--- config.mk ---
export PLATFORM = sky130hd
export DESIGN_NAME = sdr_settings_bank
export DESIGN_NICKNAME = d
export VERILOG_FILES = /design/src/rtl/sdr_pkg.sv /design/src/rtl/sdr_coast_timer.sv /design/src/rtl/sdr_settings_bank.sv
export SDC_FILE = /design/constraint.sdc
export NUM_CORES = 1
export LEC_CHECK = 0
export BUFFER_PORTS_ARGS = -buffer_cell sky130_fd_sc_hd__buf_2
export CORE_AREA = 2 2 135 137
export DETAILED_ROUTE_END_ITERATION = 16
export DIE_AREA = 0 0 137 139
export HOLD_SLACK_MARGIN = 0.05
export PLACE_DENSITY = 0.73
export SLEW_MARGIN = 25
export SYNTH_ARGS = -nofsm -noshare
export SYNTH_HDL_FRONTEND = slang
export SYNTH_SLANG_ARGS = --single-unit
--- constraint.sdc ---
create_clock -name hclk -period 5.8 [get_ports hclk]
set_clock_uncertainty 0.2 [all_clocks]
set_input_delay 0.58 -clock hclk [delete_from_list [all_inputs] [get_ports hclk]]
set_output_delay 0.58 -clock hclk [all_outputs]
set_load 0.005 [all_outputs]
--- src/rtl/sdr_pkg.sv ---
// Purpose: Shared constants, field layouts and code tables for the speed detect and reverse drive settings bank.
// Assumes: 100 MHz hclk; registers reached over AHB-Lite with 32-bit data.
// Notes:   Register indices are byte address divided by four.
package sdr_pkg;

    // ========================================================================
    // Timing
    // ========================================================================
    localparam int CLK_PERIOD_NS  = 10;
    localparam int MS_NS          = 1000000;
    localparam int MS_TICK_CYCLES = MS_NS / CLK_PERIOD_NS;
    localparam int COAST_MS_W     = 14;

    // ========================================================================
    // Register map (index, byte address = index * 4)
    // ========================================================================
    localparam logic [9:0]  IDX_STARTUP  = 10'h080;
    localparam logic [9:0]  IDX_REVERSAL = 10'h082;
    localparam logic [9:0]  IDX_STATUS   = 10'h0a0;
    localparam logic [11:0] ADDR_STARTUP  = {IDX_STARTUP, 2'b00};
    localparam logic [11:0] ADDR_REVERSAL = {IDX_REVERSAL, 2'b00};
    localparam logic [11:0] ADDR_STATUS   = {IDX_STATUS, 2'b00};
    localparam logic [31:0] RST_STARTUP  = 32'h0000_0000;
    localparam logic [31:0] RST_REVERSAL = 32'h0000_0000;

    // ========================================================================
    // Startup speed detect field positions
    // ========================================================================
    localparam int SSD_COAST_ON  = 28;
    localparam int SSD_REV_ON    = 27;
    localparam int SSD_COAST_HI  = 12;
    localparam int SSD_COAST_LO  = 9;
    localparam int SSD_BEMF_HI   = 8;
    localparam int SSD_BEMF_LO   = 6;
    localparam int SSD_SPEED_HI  = 5;
    localparam int SSD_SPEED_LO  = 2;
    localparam int SSD_ILIM_HI   = 1;
    localparam int SSD_ILIM_LO   = 0;

    // ========================================================================
    // Reversal drive field positions
    // ========================================================================
    localparam int RDS_PARITY   = 31;
    localparam int RDS_COEF1_HI = 30;
    localparam int RDS_COEF1_LO = 27;
    localparam int RDS_COEF2_HI = 26;
    localparam int RDS_COEF2_LO = 23;
    localparam int RDS_BRKI_HI  = 22;
    localparam int RDS_BRKI_LO  = 20;
    localparam int RDS_KP_HI    = 19;
    localparam int RDS_KP_LO    = 10;
    localparam int RDS_KI_HI    = 9;
    localparam int RDS_KI_LO    = 0;

    // Status bit positions.
    localparam int STS_COAST     = 0;
    localparam int STS_STANDSTILL = 1;
    localparam int STS_HANDOFF   = 2;

    // ========================================================================
    // Code tables
    // ========================================================================
    // Standstill back-EMF level in mV.
    function automatic logic [10:0] sdr_bemf_mv(input logic [2:0] code);
        case (code)
            3'h0:    sdr_bemf_mv = 11'd50;
            3'h1:    sdr_bemf_mv = 11'd75;
            3'h2:    sdr_bemf_mv = 11'd100;
            3'h3:    sdr_bemf_mv = 11'd250;
            3'h4:    sdr_bemf_mv = 11'd500;
            3'h5:    sdr_bemf_mv = 11'd750;
            3'h6:    sdr_bemf_mv = 11'd1000;
            default: sdr_bemf_mv = 11'd1500;
        endcase
    endfunction : sdr_bemf_mv

    // Hand-off speed in tenths of a percent of maximum speed.
    function automatic logic [9:0] sdr_speed_pm(input logic [3:0] code);
        case (code)
            4'h0:    sdr_speed_pm = 10'd25;
            4'h1:    sdr_speed_pm = 10'd50;
            4'h2:    sdr_speed_pm = 10'd75;
            4'h3:    sdr_speed_pm = 10'd100;
            4'h4:    sdr_speed_pm = 10'd125;
            4'h5:    sdr_speed_pm = 10'd150;
            4'h6:    sdr_speed_pm = 10'd200;
            4'h7:    sdr_speed_pm = 10'd250;
            4'h8:    sdr_speed_pm = 10'd300;
            4'h9:    sdr_speed_pm = 10'd400;
            4'ha:    sdr_speed_pm = 10'd500;
            4'hb:    sdr_speed_pm = 10'd600;
            4'hc:    sdr_speed_pm = 10'd700;
            4'hd:    sdr_speed_pm = 10'd800;
            4'he:    sdr_speed_pm = 10'd900;
            default: sdr_speed_pm = 10'd1000;
        endcase
    endfunction : sdr_speed_pm

    // Open-loop reversal current limit in mA.
    function automatic logic [12:0] sdr_ilimit_ma(input logic [1:0] code);
        case (code)
            2'h0:    sdr_ilimit_ma = 13'd1500;
            2'h1:    sdr_ilimit_ma = 13'd2500;
            2'h2:    sdr_ilimit_ma = 13'd3500;
            default: sdr_ilimit_ma = 13'd5000;
        endcase
    endfunction : sdr_ilimit_ma

    // Coast duration in ms.
    function automatic logic [COAST_MS_W-1:0] sdr_coast_ms(input logic [3:0] code);
        case (code)
            4'h0:    sdr_coast_ms = 14'd10;
            4'h1:    sdr_coast_ms = 14'd50;
            4'h2:    sdr_coast_ms = 14'd100;
            4'h3:    sdr_coast_ms = 14'd200;
            4'h4:    sdr_coast_ms = 14'd300;
            4'h5:    sdr_coast_ms = 14'd400;
            4'h6:    sdr_coast_ms = 14'd500;
            4'h7:    sdr_coast_ms = 14'd750;
            4'h8:    sdr_coast_ms = 14'd1000;
            4'h9:    sdr_coast_ms = 14'd2000;
            4'ha:    sdr_coast_ms = 14'd3000;
            4'hb:    sdr_coast_ms = 14'd4000;
            4'hc:    sdr_coast_ms = 14'd5000;
            4'hd:    sdr_coast_ms = 14'd7500;
            4'he:    sdr_coast_ms = 14'd10000;
            default: sdr_coast_ms = 14'd15000;
        endcase
    endfunction : sdr_coast_ms

endpackage : sdr_pkg

--- src/rtl/sdr_coast_timer.sv ---
// Purpose: Times the high-impedance coast interval in whole milliseconds.
// Assumes: One clock; the millisecond rate is an enable pulse from a prescaler.
// Notes:   The prescaler restarts on each start so the first interval is full length.
`timescale 1ns/1ps
module sdr_coast_timer #(
    parameter int TICK_CYCLES = sdr_pkg::MS_TICK_CYCLES
) (
    input  wire logic                          hclk,
    input  wire logic                          hresetn,
    input  wire logic                          start,
    input  wire logic                          abort,
    input  wire logic [sdr_pkg::COAST_MS_W-1:0] dur_ms,
    output logic                               active
);

    generate
        if (TICK_CYCLES < 2 || TICK_CYCLES > 1048576) begin : g_bad_tick
            $error("sdr_coast_timer: TICK_CYCLES out of range");
        end
    endgenerate

    typedef struct packed {
        logic                          active;
        logic [19:0]                   pre;
        logic [sdr_pkg::COAST_MS_W-1:0] ms_left;
    } sdr_ct_state_t;

    sdr_ct_state_t s_r;
    sdr_ct_state_t s_nxt;

    // ========================================================================
    // Next state
    // ========================================================================
    // Abort wins over start so a disabled coast step never re-arms itself.
    always_comb begin
        s_nxt = s_r;
        if (abort) begin
            s_nxt = '0;
        end else if (start && !s_r.active) begin
            s_nxt.active  = 1'b1;
            s_nxt.pre     = 20'(TICK_CYCLES - 1);
            s_nxt.ms_left = dur_ms;
        end else if (s_r.active) begin
            if (s_r.pre != 20'h0) begin
                s_nxt.pre = s_r.pre - 20'h1;
            end else begin
                s_nxt.pre = 20'(TICK_CYCLES - 1);
                if (s_r.ms_left <= 14'h1) begin
                    s_nxt.active  = 1'b0;
                    s_nxt.ms_left = '0;
                end else begin
                    s_nxt.ms_left = s_r.ms_left - 14'h1;
                end
            end
        end
    end

    // State register.
    always_ff @(posedge hclk or negedge hresetn) begin
        if (!hresetn) begin
            s_r <= '0;
        end else begin
            s_r <= s_nxt;
        end
    end

    assign active = s_r.active;

endmodule : sdr_coast_timer

--- src/rtl/sdr_settings_bank.sv ---
// Purpose: AHB-Lite register bank for startup speed detect and reversal drive settings, with live comparators.
// Assumes: Zero-wait slave; word transfers only; other sizes are handled as words.
// Notes:   Decoded fields leave the block as registered outputs for the control algorithm.
//
// Overview of operation
// RULE_01: Motor counts as standstill while back-EMF is under the 3-bit selected level.
// RULE_02: Reversal decel hands off to open loop at or below the selected speed.
// RULE_03: Open-loop reversal current limit follows a 2-bit code, 1.5 to 5.0 A.
// RULE_04: Reversal drive settings register sits at index 82h and resets to zero.
// RULE_05: Reversal register holds parity, two coefficients, brake limit, Kp and Ki fields.
// RULE_06: Outputs coast in high impedance for the 4-bit selected duration, 10 ms to 15 s.
// RULE_07: Bit 27 of the startup register enables reverse drive.
// RULE_08: Bit 28 of the startup register enables the coast step.
//
// Decided for this implementation: the AHB-Lite register port.
`timescale 1ns/1ps
module sdr_settings_bank #(
    parameter int MS_TICK_CYCLES = sdr_pkg::MS_TICK_CYCLES
) (
    input  wire logic        hclk,
    input  wire logic        hresetn,
    input  wire logic        hsel,
    input  wire logic [31:0] haddr,
    input  wire logic [1:0]  htrans,
    input  wire logic        hwrite,
    input  wire logic [2:0]  hsize,
    input  wire logic [31:0] hwdata,
    input  wire logic        hready,
    output logic             hreadyout,
    output logic             hresp,
    output logic [31:0]      hrdata,
    input  wire logic [10:0] bemf_mv,
    input  wire logic [9:0]  speed_permille,
    input  wire logic        reversal_decel,
    input  wire logic        coast_request,
    output logic             motor_standstill,
    output logic             open_loop_handoff,
    output logic [12:0]      reversal_openloop_ilimit,
    output logic             coast_active,
    output logic             reversal_drive_on,
    output logic             coast_step_on,
    output logic [3:0]       reversal_ramp_coef_one,
    output logic [3:0]       reversal_ramp_coef_two,
    output logic [2:0]       braking_ilimit_sel,
    output logic [9:0]       braking_prop_gain,
    output logic [9:0]       braking_integ_gain,
    output logic             reversal_parity
);

    generate
        if (MS_TICK_CYCLES < 2) begin : g_bad_tick
            $error("sdr_settings_bank: MS_TICK_CYCLES too small");
        end
    endgenerate

    typedef struct packed {
        logic        hready;
        logic        wr_pend;
        logic [11:0] wr_addr;
        logic [31:0] rdata;
        logic [31:0] startup;
        logic [31:0] reversal;
        logic        standstill;
        logic        handoff;
        logic [12:0] ilimit_ma;
        logic        coast_start;
    } sdr_state_t;

    localparam sdr_state_t ST_RESET = '{hready: 1'b1, wr_pend: 1'b0, wr_addr: 12'h000, rdata: 32'h0000_0000,
                                        startup: sdr_pkg::RST_STARTUP, reversal: sdr_pkg::RST_REVERSAL,
                                        standstill: 1'b0, handoff: 1'b0, ilimit_ma: 13'h0000,
                                        coast_start: 1'b0};

    sdr_state_t s_r;
    sdr_state_t s_nxt;
    logic       coast_busy;
    logic       addr_ok;

    // A transfer is taken only when selected, non-idle and the bus is ready.
    assign addr_ok = hsel && htrans[1] && hready;

    // ========================================================================
    // Next state: bus slave, register file and comparators
    // ========================================================================
    // The pending write lands first so a read in the next address phase sees it.
    always_comb begin
        s_nxt             = s_r;
        s_nxt.hready      = 1'b1;
        s_nxt.coast_start = 1'b0;
        if (s_r.wr_pend) begin
            s_nxt.wr_pend = 1'b0;
            case (s_r.wr_addr)
                sdr_pkg::ADDR_STARTUP:  s_nxt.startup  = hwdata;
                sdr_pkg::ADDR_REVERSAL: s_nxt.reversal = hwdata; // see RULE_04 see RULE_05
                default:                ;
            endcase
        end
        if (addr_ok) begin
            s_nxt.wr_pend = hwrite;
            s_nxt.wr_addr = haddr[11:0];
            if (!hwrite) begin
                case (haddr[11:0])
                    sdr_pkg::ADDR_STARTUP:  s_nxt.rdata = s_nxt.startup;
                    sdr_pkg::ADDR_REVERSAL: s_nxt.rdata = s_nxt.reversal;
                    sdr_pkg::ADDR_STATUS: begin
                        s_nxt.rdata                          = 32'h0000_0000;
                        s_nxt.rdata[sdr_pkg::STS_COAST]      = coast_busy;
                        s_nxt.rdata[sdr_pkg::STS_STANDSTILL] = s_r.standstill;
                        s_nxt.rdata[sdr_pkg::STS_HANDOFF]    = s_r.handoff;
                    end
                    default:                s_nxt.rdata = 32'h0000_0000;
                endcase
            end
        end
        // Standstill compares against the selected back-EMF level.
        s_nxt.standstill = bemf_mv < sdr_pkg::sdr_bemf_mv(
                           s_r.startup[sdr_pkg::SSD_BEMF_HI:sdr_pkg::SSD_BEMF_LO]); // see RULE_01
        // Hand-off needs reverse drive enabled and a decelerating reversal.
        s_nxt.handoff = s_r.startup[sdr_pkg::SSD_REV_ON] && reversal_decel // see RULE_07
                        && (speed_permille <= sdr_pkg::sdr_speed_pm(
                            s_r.startup[sdr_pkg::SSD_SPEED_HI:sdr_pkg::SSD_SPEED_LO])); // see RULE_02
        s_nxt.ilimit_ma = sdr_pkg::sdr_ilimit_ma(
                          s_r.startup[sdr_pkg::SSD_ILIM_HI:sdr_pkg::SSD_ILIM_LO]); // see RULE_03
        // A coast request is honoured only while the coast step is enabled.
        s_nxt.coast_start = coast_request && s_r.startup[sdr_pkg::SSD_COAST_ON]; // see RULE_08
    end

    // State register.
    always_ff @(posedge hclk or negedge hresetn) begin
        if (!hresetn) begin
            s_r <= ST_RESET;
        end else begin
            s_r <= s_nxt;
        end
    end

    // ========================================================================
    // Coast timer
    // ========================================================================
    // Clearing the enable aborts a coast in progress rather than letting it run out.
    sdr_coast_timer #(
        .TICK_CYCLES (MS_TICK_CYCLES)
    ) u_coast (
        .hclk    (hclk),
        .hresetn (hresetn),
        .start   (s_r.coast_start),
        .abort   (!s_r.startup[sdr_pkg::SSD_COAST_ON]),
        .dur_ms  (sdr_pkg::sdr_coast_ms(s_r.startup[sdr_pkg::SSD_COAST_HI:sdr_pkg::SSD_COAST_LO])), // see RULE_06
        .active  (coast_busy)
    );

    // ========================================================================
    // Outputs, all taken from flip-flops except hresp, which is tied low
    // ========================================================================
    assign hreadyout                = s_r.hready;
    assign hresp                    = 1'b0;
    assign hrdata                   = s_r.rdata;
    assign motor_standstill         = s_r.standstill;
    assign open_loop_handoff        = s_r.handoff;
    assign reversal_openloop_ilimit = s_r.ilimit_ma;
    assign coast_active             = coast_busy;
    assign reversal_drive_on        = s_r.startup[sdr_pkg::SSD_REV_ON];
    assign coast_step_on            = s_r.startup[sdr_pkg::SSD_COAST_ON];
    assign reversal_ramp_coef_one   = s_r.reversal[sdr_pkg::RDS_COEF1_HI:sdr_pkg::RDS_COEF1_LO];
    assign reversal_ramp_coef_two   = s_r.reversal[sdr_pkg::RDS_COEF2_HI:sdr_pkg::RDS_COEF2_LO];
    assign braking_ilimit_sel       = s_r.reversal[sdr_pkg::RDS_BRKI_HI:sdr_pkg::RDS_BRKI_LO];
    assign braking_prop_gain        = s_r.reversal[sdr_pkg::RDS_KP_HI:sdr_pkg::RDS_KP_LO];
    assign braking_integ_gain       = s_r.reversal[sdr_pkg::RDS_KI_HI:sdr_pkg::RDS_KI_LO];
    assign reversal_parity          = s_r.reversal[sdr_pkg::RDS_PARITY];
endmodule : sdr_settings_bank

# --- Yosys cells after proc, flatten, opt, wreduce, memory -nomap -nowiden ---
# Memory sizes are Yosys's and may differ from the RTL's.
# Cells that the tools add are included.
totals:
  mem_bits_ro: 368
  memories: 2
  ff_bits: 160
  latchBits: 0
  mem_bits_rw: 0
classes:
  bitwise: 1
  n_addsub: 2
  mul: 0
  n_eq_ne: 15
  div: 0
  mux: 16
  n_shift: 0
  order_cmp: 3
  n_reduce_logical: 12
memory_table:
  columns: ["memory", "words", "word_bits", "read_ports", "rd_clocked_by_memory_dff", "write_ports", "line_no", "text"]
  rows:
  - ["(no name shown)", 16, 13, 1, 0, 0, "sdr_pkg.sv:111", "case (code)"]
  - ["(no name shown)", 16, 10, 1, 0, 0, "sdr_pkg.sv:79", "case (code)"]
ops:
  columns: ["op", "count"]
  rows:
  - ["35-bit two-way mux", 3]
  - ["32-bit two-way mux", 3]
  - ["32-bit one-hot mux with 3 select lines", 1]
  - ["11-bit one-hot mux with 7 select lines", 1]
  - ["64-bit two-way mux", 1]
  - ["12-bit by 10-bit equality test with 1-bit output (second input constant)", 5]
  - ["45-bit two-way mux", 1]
  - ["13-bit one-hot mux with 3 select lines", 1]
  - ["14-bit two-way mux", 2]
  - ["20-bit two-way mux", 1]
  - ["20-bit nonzero test", 1]
  - ["20-bit by 1-bit subtractor with 20-bit output (second input constant)", 1]
  - ["14-bit by 1-bit less-or-equal comparator with 1-bit output (second input constant)", 1]
  - ["14-bit by 1-bit subtractor with 14-bit output (second input constant)", 1]
  - ["11-bit less-than comparator", 1]
  - ["10-bit less-or-equal comparator", 1]
  - ["3-bit equality test (second input constant)", 3]
  - ["3-bit by 2-bit equality test with 1-bit output (second input constant)", 2]
  - ["1-bit logical AND", 6]
  - ["2-bit AND reduction", 2]
  - ["3-bit by 1-bit equality test with 1-bit output (second input constant)", 1]
  - ["3-bit logical NOT", 1]
  - ["3-bit by 1-bit != test with 1-bit output (second input constant)", 1]
  - ["3-bit by 2-bit != test with 1-bit output (second input constant)", 1]
  - ["other kinds (6)", 7]

# --- Depth between registers and ports, before layout ---
# Gate-level depths: netlist (run 1).
logic_depth:
  depth_word: 6
  ltp_mapped: 11
  ltp_nobuf: 10

# --- Modules after synthesis ---
# Synthesis (run 1) repeated with hierarchy kept, for this count alone.
unflattened:
  hier_cells: 825
  area_unflattened_um2: 8744.6
by_module_without_submodules:
  columns: ["mod", "cells_per_inst", "n_inst", "area_per_inst_um2"]
  rows:
  - ["sdr_settings_bank", 577, 1, 6516.2]
  - ["sdr_coast_timer", 248, 1, 2228.4]

# --- Least setup slack after synthesis (run 1) ---
# OpenSTA, ideal clock, no wires.
synth_timing:
  kind: "reg2reg"
  from: "reg s_r[52] in the netlist's numbering"
  to: "reg s_r (netlist bit open_loop_handoff)"
  setup_slack_ns: 3.479
  synth_period_minus_slack_ns: 2.321
  required_time_ns: 5.518
  arrival_ns: 2.039
  n_path_buf: 2
  setup_ns: 0.082
  stages_incl_launch_ff: 11
  path_cell_list: "dfrtp_1 clkbuf_1 clkbuf_1 nor2_1 a211oi_1 a21oi_1 ha_1 and4_1 nand3_1 o22a_1 o22ai_1"
synth_lines:
  columns: ["element", "line_no", "text"]
  rows:
  - ["start, declared", "sdr_settings_bank.sv:74", "sdr_state_t s_r;"]
  - ["start signal, assigned", "sdr_settings_bank.sv:133", "s_r <= s_nxt;"]

==> impl_metrics.tcl, run 1 <==
set metrics [dict create \
    register_area_sq_um 3904 \
    placed_area_sq_um 8976 \
    syn_area_sq_um 8602 \
    yosys_warnings 0 \
    area_delta_synth_final_pct 11.72 \
    setup_violations 0 \
    cp_max_fo 32 \
    gr-total-overflow 0 \
    core_area_sq_um 17660 \
    drt-initial-drc-count 345 \
    grt_setup_unrepaired "no" \
    crit_required_ns 5.91 \
    yosys-top-cells-area "dfrtp_1 45%, mux2_2 9.0%, buf_4 6.9%" \
    final_common_cell "dfrtp_1" \
    gp_congestion 0.8846 \
    async_flop_share 1.000 \
    antenna_found_initial 1 \
    clock_latency_ns 0.43 \
    finalNetCount 1006 \
    vdd_drop_max_v 0.0001831 \
    cts_buffers 17 \
    grt_pass1_wl_microns 30920 \
    grt_pass1_vias 6146 \
    outcome "complete, no violations" \
    drive_above_1_share 0.3243 \
    initial_core_util 0.4872 \
    post_cts_resize_count 0 \
    cts_max_level 4 \
    leakage_nw 5.008 \
    cp-start-kind "flop" \
    layout_common_cells "156 x dfrtp_1, 151 x buf_2, 69 x mux2_2" \
    max_stage_delay_ns 0.48 \
    syn-instance-count 806 \
    post-route-period-util 0.4536 \
    cts_max_path_buffers 2 \
    hold_viol_final 0 \
    synth_top_area_cell "dfrtp_1" \
    cp.arrival_ns 2.74 \
    io_buffers 152 \
    critPathKind "flop to flop" \
    dieArea_sq_um 19040 \
    cts_tree "built" \
    ys_ff_latch 156 \
    wire_per_inst_microns 16.82 \
    critPathSlowestCell "buf_4" \
    r2r_slack_ns 3.17 \
    clock-sinks 156 \
    setup_tns_ns 0 \
    hold_class "input port to asynchronous set/reset pin" \
    synth_top_area_share 0.4538 \
    slew_violations 0 \
    postCtsSetupBuffers 0 \
    synth_flop_cell "dfrtp_1" \
    fin_crit_ns 2.631 \
    rows 49 \
    place_hpwl_microns 12510 \
    num_io_pins 181 \
    r2r-end "hrdata[11]$_DFFE_PN0P_" \
    max_slew.worst_pin.slew_ns 0.8973 \
    powerDensity_nw_per_um2 248.0 \
    die-height_microns 139 \
    grt_usage 0.2041 \
    grt_start_max_net_pins 99 \
    r2r_start "s_r[114]$_DFFE_PN0P_" \
    cp_common_cell "nand2_1" \
    die_x_microns 137 \
    rr_worst_depth 7 \
    timing.hold.ws_ns 0.03764 \
    ys_seq_area_frac 0.4538 \
    fin_area_sq_um 9610 \
    finalNonFillerCells 1113 \
    drc 0 \
    slew_headroom 0.4018 \
    dr_total_vias 6067 \
    synth-edff-count 0 \
    worstSetupEndpointType "flop" \
    nFillCells 1561 \
    clk_root_buffer_cell "clkbuf_16" \
    clkTransAtPathRegs_ns 0.07 \
    numPlacedInstances 1078 \
    max_freq_ghz 0.3801 \
    postCtsHoldBufs 0 \
    vias_per_cell 5.451 \
    multiInputGateArea_sq_um 3876 \
    cp_cell_sequence "nor4b_1 -> nand2_1 -> nor4_4 -> buf_4 -> mux2_2 -> a22oi_1 -> nand2_1" \
    routed_wl_microns 18720 \
    syn_area_per_cell_sq_um 10.67 \
    synth.distinct_cells 66 \
    drt-pass1-iter-count 4 \
    drtAntennaViolNets 0 \
    drv_cap 0 \
]
==> Yosys cell counts (3+ instances only) <==
library cell  count
nor3_2            3
nor4_2            7
dfrtp_1         156
inv_1            24
nand3b_1         29
nand2_1          56
a211oi_1          3
clkbuf_1         28
a22o_1            5
nor2_1           39
buf_2             9
o32ai_1           4
buf_4            79
o211ai_1          4
o21ai_0          24
ha_1             40
nor3_1            8
nor4_1            7
a31oi_1           3
xnor2_1          11
nand3_1          11
a21oi_1          28
a22oi_1          31
or3_1             8
o31ai_1           3
mux2_1            7
a21o_1           16
mux2_2           69
mux2i_1           8
nor4b_1           3
o22ai_1           4
xor2_1            8
o21a_1            3
nor2b_1           6
or2_2             6
nand2b_1          8
nand4_1           6
==> report_power, final <==
part | switching [W] | leakage (nW) | internal (W) | total (W)
Combinational | 0.0000663 | 2.58 | 0.0000554 | 0.000122
Sequential | 0.0000147 | 2.12 | 0.00111 | 0.00112
Clock | 0.000487 | 0.299 | 0.000651 | 0.00114
Total | 0.000568 | 5.01 | 0.00181 | 0.00238
==> cell type report <==
class	count	share of cell area
diodes	2	0.0005208
clock buffers	17	0.04427
clock inverters	15	0.01836
inverters	24	0.009374
multi-input cells	510	0.4033
flip-flops and latches	156	0.4062
well taps	229	0.02981
repair buffers	160	0.08814
==> metal layers <==
| metal | part of all wire | vias up | global-route usage |
|---|---|---|---|
| li1 | - | 2925 | - |
| met4 | 0.012 | 0 | 0.05969 |
| met5 | 0 | - | 0 |
| met3 | 0.060 | 17 | 0.05300 |
| met1 | 0.46 | 2961 | 0.2797 |
| met2 | 0.47 | 164 | 0.3189 |
==> cells by family after synthesis <==
logic type | share of synthesized area
muxes | 0.1114
adders and majority gates | 0.05818
xor gates and xnor gates | 0.01935
DFF | 0.4538
other | 0.0008731
and+or+nand+nor | 0.1412
AOI/OAI and AO/OA | 0.1161
buffers and inverters | 0.09905
==> state kept, by name (all words and copies together), names as in the netlist, 3 cells and up <==
signal,cells
braking_ilimit_sel,3
reversal_ramp_coef_two,4
braking_integ_gain,10
braking_prop_gain,10
reversal_openloop_ilimit,9
s_r,44
reversal_ramp_coef_one,4
u_coast.s_r,34
hrdata,32
==> stage by stage <==
| stage | power [W] | utilization | worst slack (ns) |
|---|---|---|---|
| 2_1_floorplan | 0.001200 | - | 3.479 |
| 3_3_place_gp | 0.001264 | 0.5084 | 2.941 |
| 3_5_place_dp | 0.001267 | 0.5084 | 2.911 |
| 4_1_cts | 0.002411 | 0.5424 | 2.900 |
| 5_1_grt | 0.002478 | 0.5440 | 2.989 |
| 6_report | 0.002383 | 0.5443 | 3.169 |
==> worst max-delay path: cells and delay by family, from the launching register on <==
family                 cells  cell delay [ns]
AND/OR/NAND/NOR            4             0.86
buffers and inverters      1             0.48
multiplexers               1             0.41
flip-flops                 1             0.38
AO/OA/AOI/OAI              1             0.17
==> how the worst max path moves through the flow <==
stage / from / to / depth (start not counted)
2_1_floorplan: s_r[52]$_DFF_PN0_ / open_loop_handoff$_DFF_PN0_ / 10
3_3_place_gp: s_r[120]$_DFFE_PN0P_ / hrdata[0]$_DFFE_PN0P_ / 6
3_5_place_dp: s_r[120]$_DFFE_PN0P_ / hrdata[0]$_DFFE_PN0P_ / 6
4_1_cts: s_r[120]$_DFFE_PN0P_ / hrdata[0]$_DFFE_PN0P_ / 6
5_1_grt: u_coast.s_r[3]$_DFFE_PN0P_ / u_coast.s_r[10]$_DFFE_PN0P_ / 7
6_report: s_r[114]$_DFFE_PN0P_ / hrdata[11]$_DFFE_PN0P_ / 7
Note: power is estimated with default switching activity, not from simulation.
==> run 2: changes to the inputs <==
Settings changed: PLACE_DENSITY 0.73 to 0.76.
Clock period 5.8 ns to 2.35 ns, I/O delays scaled along.
==> run 2 against run 1 <==
Effect of this change: the run now ends with negative setup slack left; core utilization is 7.8 points higher; count of clock-buffer cells in the layout increased by 1; sequential share of layout area down 5.1 points; critical path type unchanged; critical endpoint is now u_coast.s_r[4]$_DFFE_PN0P_; largest cell class is now multi-input gates.
==> impl_metrics.tcl, run 2 (synthesis gave the netlist of run 1 again) <==
set metrics [dict create \
    hold_end "motor_standstill$_DFF_PN0_" \
    slew_headroom 0.4178 \
    routed_wl_microns 21570 \
    cp_max_fo 7 \
    worst_slack_ns -0.06511 \
    vias_per_cell 5.544 \
    fin_crit_ns 2.415 \
    power_frac_clock 0.453 \
    crit_required_ns 2.51 \
    r2r_slack_ns -0.07 \
    final_core_util 0.6219 \
    drtAntennaViolNets 0 \
    switching_share 0.2415 \
    rr_worst_depth 7 \
    post-route-period-util 1.028 \
    die-height_microns 139 \
    hold_class "input port to flop" \
    core_area_sq_um 17660 \
    p_seq_frac 0.475 \
    r2r_start "u_coast.s_r[24]$_DFFE_PN0P_" \
    grt_pass1_wl_microns 33090 \
    leakage_nw 5.560 \
    nFillCells 1396 \
    drive_above_1_share 0.3860 \
    die_x_microns 137 \
    cts_tree "built" \
    finalNetCount 1111 \
    powerDensity_nw_per_um2 532.7 \
    hold_viol_final 0 \
    diodes 0 \
    cp-start-kind "flop" \
    dieArea_sq_um 19040 \
    worstSetupEndpointType "flop" \
    largest_reg_flops 44 \
    slew_violations 0 \
    top_register "s_r" \
    gp_congestion 0.8824 \
    cts_max_level 4 \
    max_slew.worst_pin.slew_ns 0.8704 \
    grt_start_max_net_pins 71 \
    grt_pass1_vias 6689 \
    clock-sinks 156 \
    io_buffers 152 \
    grt_setup_unrepaired "yes" \
    vdd_drop_max_v 0.0004816 \
    gr-total-overflow 0 \
    layout_common_cells "155 x dfrtp_1, 151 x buf_2, 56 x nand2_1" \
    rows 49 \
    final_common_cell "dfrtp_1" \
    setup_violations 22 \
    drt-initial-drc-count 380 \
    antenna_found_initial 0 \
    top_layer "met4" \
    wl_met1_microns 9243 \
    clock_latency_ns 0.43 \
    grt_usage 0.2191 \
    dr_total_vias 6741 \
    route.met3.wl_microns 1172 \
    cp.arrival_ns 2.58 \
    p_int_w 0.004437 \
    drt-pass1-iter-count 5 \
    cts_max_path_buffers 2 \
    violations "negative setup slack" \
    outcome "complete, but fails checks" \
    place_hpwl_microns 13580 \
    hold_depth 5 \
    critPathKind "flop to flop" \
    comb_power_share 0.072 \
    min_from "bemf_mv[3]" \
    clkTransAtPathRegs_ns 0.07 \
    r2r-end "u_coast.s_r[4]$_DFFE_PN0P_" \
    wl_met2_microns 10840 \
    num_io_pins 181 \
    drc 0 \
    clk_root_buffer_cell "clkbuf_16" \
    drv_cap 0 \
    wire_per_inst_microns 17.74 \
    area_delta_synth_final_pct 27.65 \
    max_freq_ghz 0.4141 \
    setup_tns_ns -0.4818 \
    cts_buffers 17 \
    initial_core_util 0.4872 \
    p_switching_w 0.001413 \
]
## run 2: changes by cell type in the layout (fill, tap and decap cells not counted), sizes merged
cell	before	now
clkbuf	17	20
buf	160	208
dlygate4sd3	0	54
diode	2	0
bufinv	2	1
clkinvlp	0	5
clkinv	4	3
and2	3	4
inv	33	29
## run 2: worst max path at each step
stage	to	cells past startpoint	from	slack [ns]
final	u_coast.s_r[4]$_DFFE_PN0P_	7	u_coast.s_r[24]$_DFFE_PN0P_	-0.07
after global routing	hrdata[9]$_DFFE_PN0P_	8	s_r[112]$_DFFE_PN0P_	-0.17
after CTS	hrdata[31]$_DFFE_PN0P_	7	s_r[114]$_DFFE_PN0P_	-0.07
after detailed placement	u_coast.s_r[4]$_DFFE_PN0P_	7	u_coast.s_r[23]$_DFFE_PN0P_	-0.01
after global placement	hrdata[26]$_DFFE_PN0P_	7	s_r[117]$_DFFE_PN0P_	0.009
after floorplan	open_loop_handoff$_DFF_PN0_	10	s_r[52]$_DFF_PN0_	0.03
## run 2: stage by stage
step	area (sq um)	worst slack, ns	hold WS, ns	total power, W	instances
after floorplan	8613	0.02917	-0.2606	0.002962	809
after global placement	9329	0.009190	-0.1033	0.003136	1115
after detailed placement	9329	-0.01262	-0.1006	0.003147	1115
after CTS	10460	-0.07089	0.06602	0.005863	1202
after global routing	10980	-0.1713	0.09192	0.006068	1216
final	10980	-0.06511	0.07346	0.005849	1216
## run 2: critical path, stage by stage (launching register included)
cell      delay [ns]
dfrtp_1         0.40
or4_4           0.57
nor3_2          0.22
nand4_1         0.15
nor4bb_1        0.35
buf_4           0.21
a21o_1          0.12
a22o_1          0.13
## run 2: layout make-up
class	instances	area [sq um]	share of cell area
clock buffers	18	429.2	0.03908
flip-flops and latches	156	3905	0.3556
clock inverters	14	138.9	0.01265
multi-input cells	511	4248	0.3869
repair buffers	264	1883	0.1715
well taps	229	286.5	0.02609
inverters	24	90.09	0.008204
## run 2: what timing repair did
action,4_1_cts,5_1_grt
hold endpoints to repair,267,0
gates resized for setup,3,83
pin swaps,0,51
hold buffers,54,0
gates cloned,0,4
setup endpoints to repair,20,50
setup buffers,1,10
## run 2: power by group through the flow
| stage | registers, W | clock network, W | logic [W] |
|---|---|---|---|
| floorplan | 0.00281 | 0 | 0.000155 |
| global placement | 0.00282 | 0 | 0.000321 |
| detailed placement | 0.00282 | 0 | 0.000329 |
| CTS | 0.00277 | 0.00269 | 0.000401 |
| global route | 0.00278 | 0.00282 | 0.000464 |
| finish | 0.00278 | 0.00265 | 0.000421 |
## run 2: layer usage
metal  vias up  GRT usage
met5         -          0
li1       3132          -
met4         0    0.06294
met3        27    0.05190
met1      3380     0.2882
met2       202     0.3598
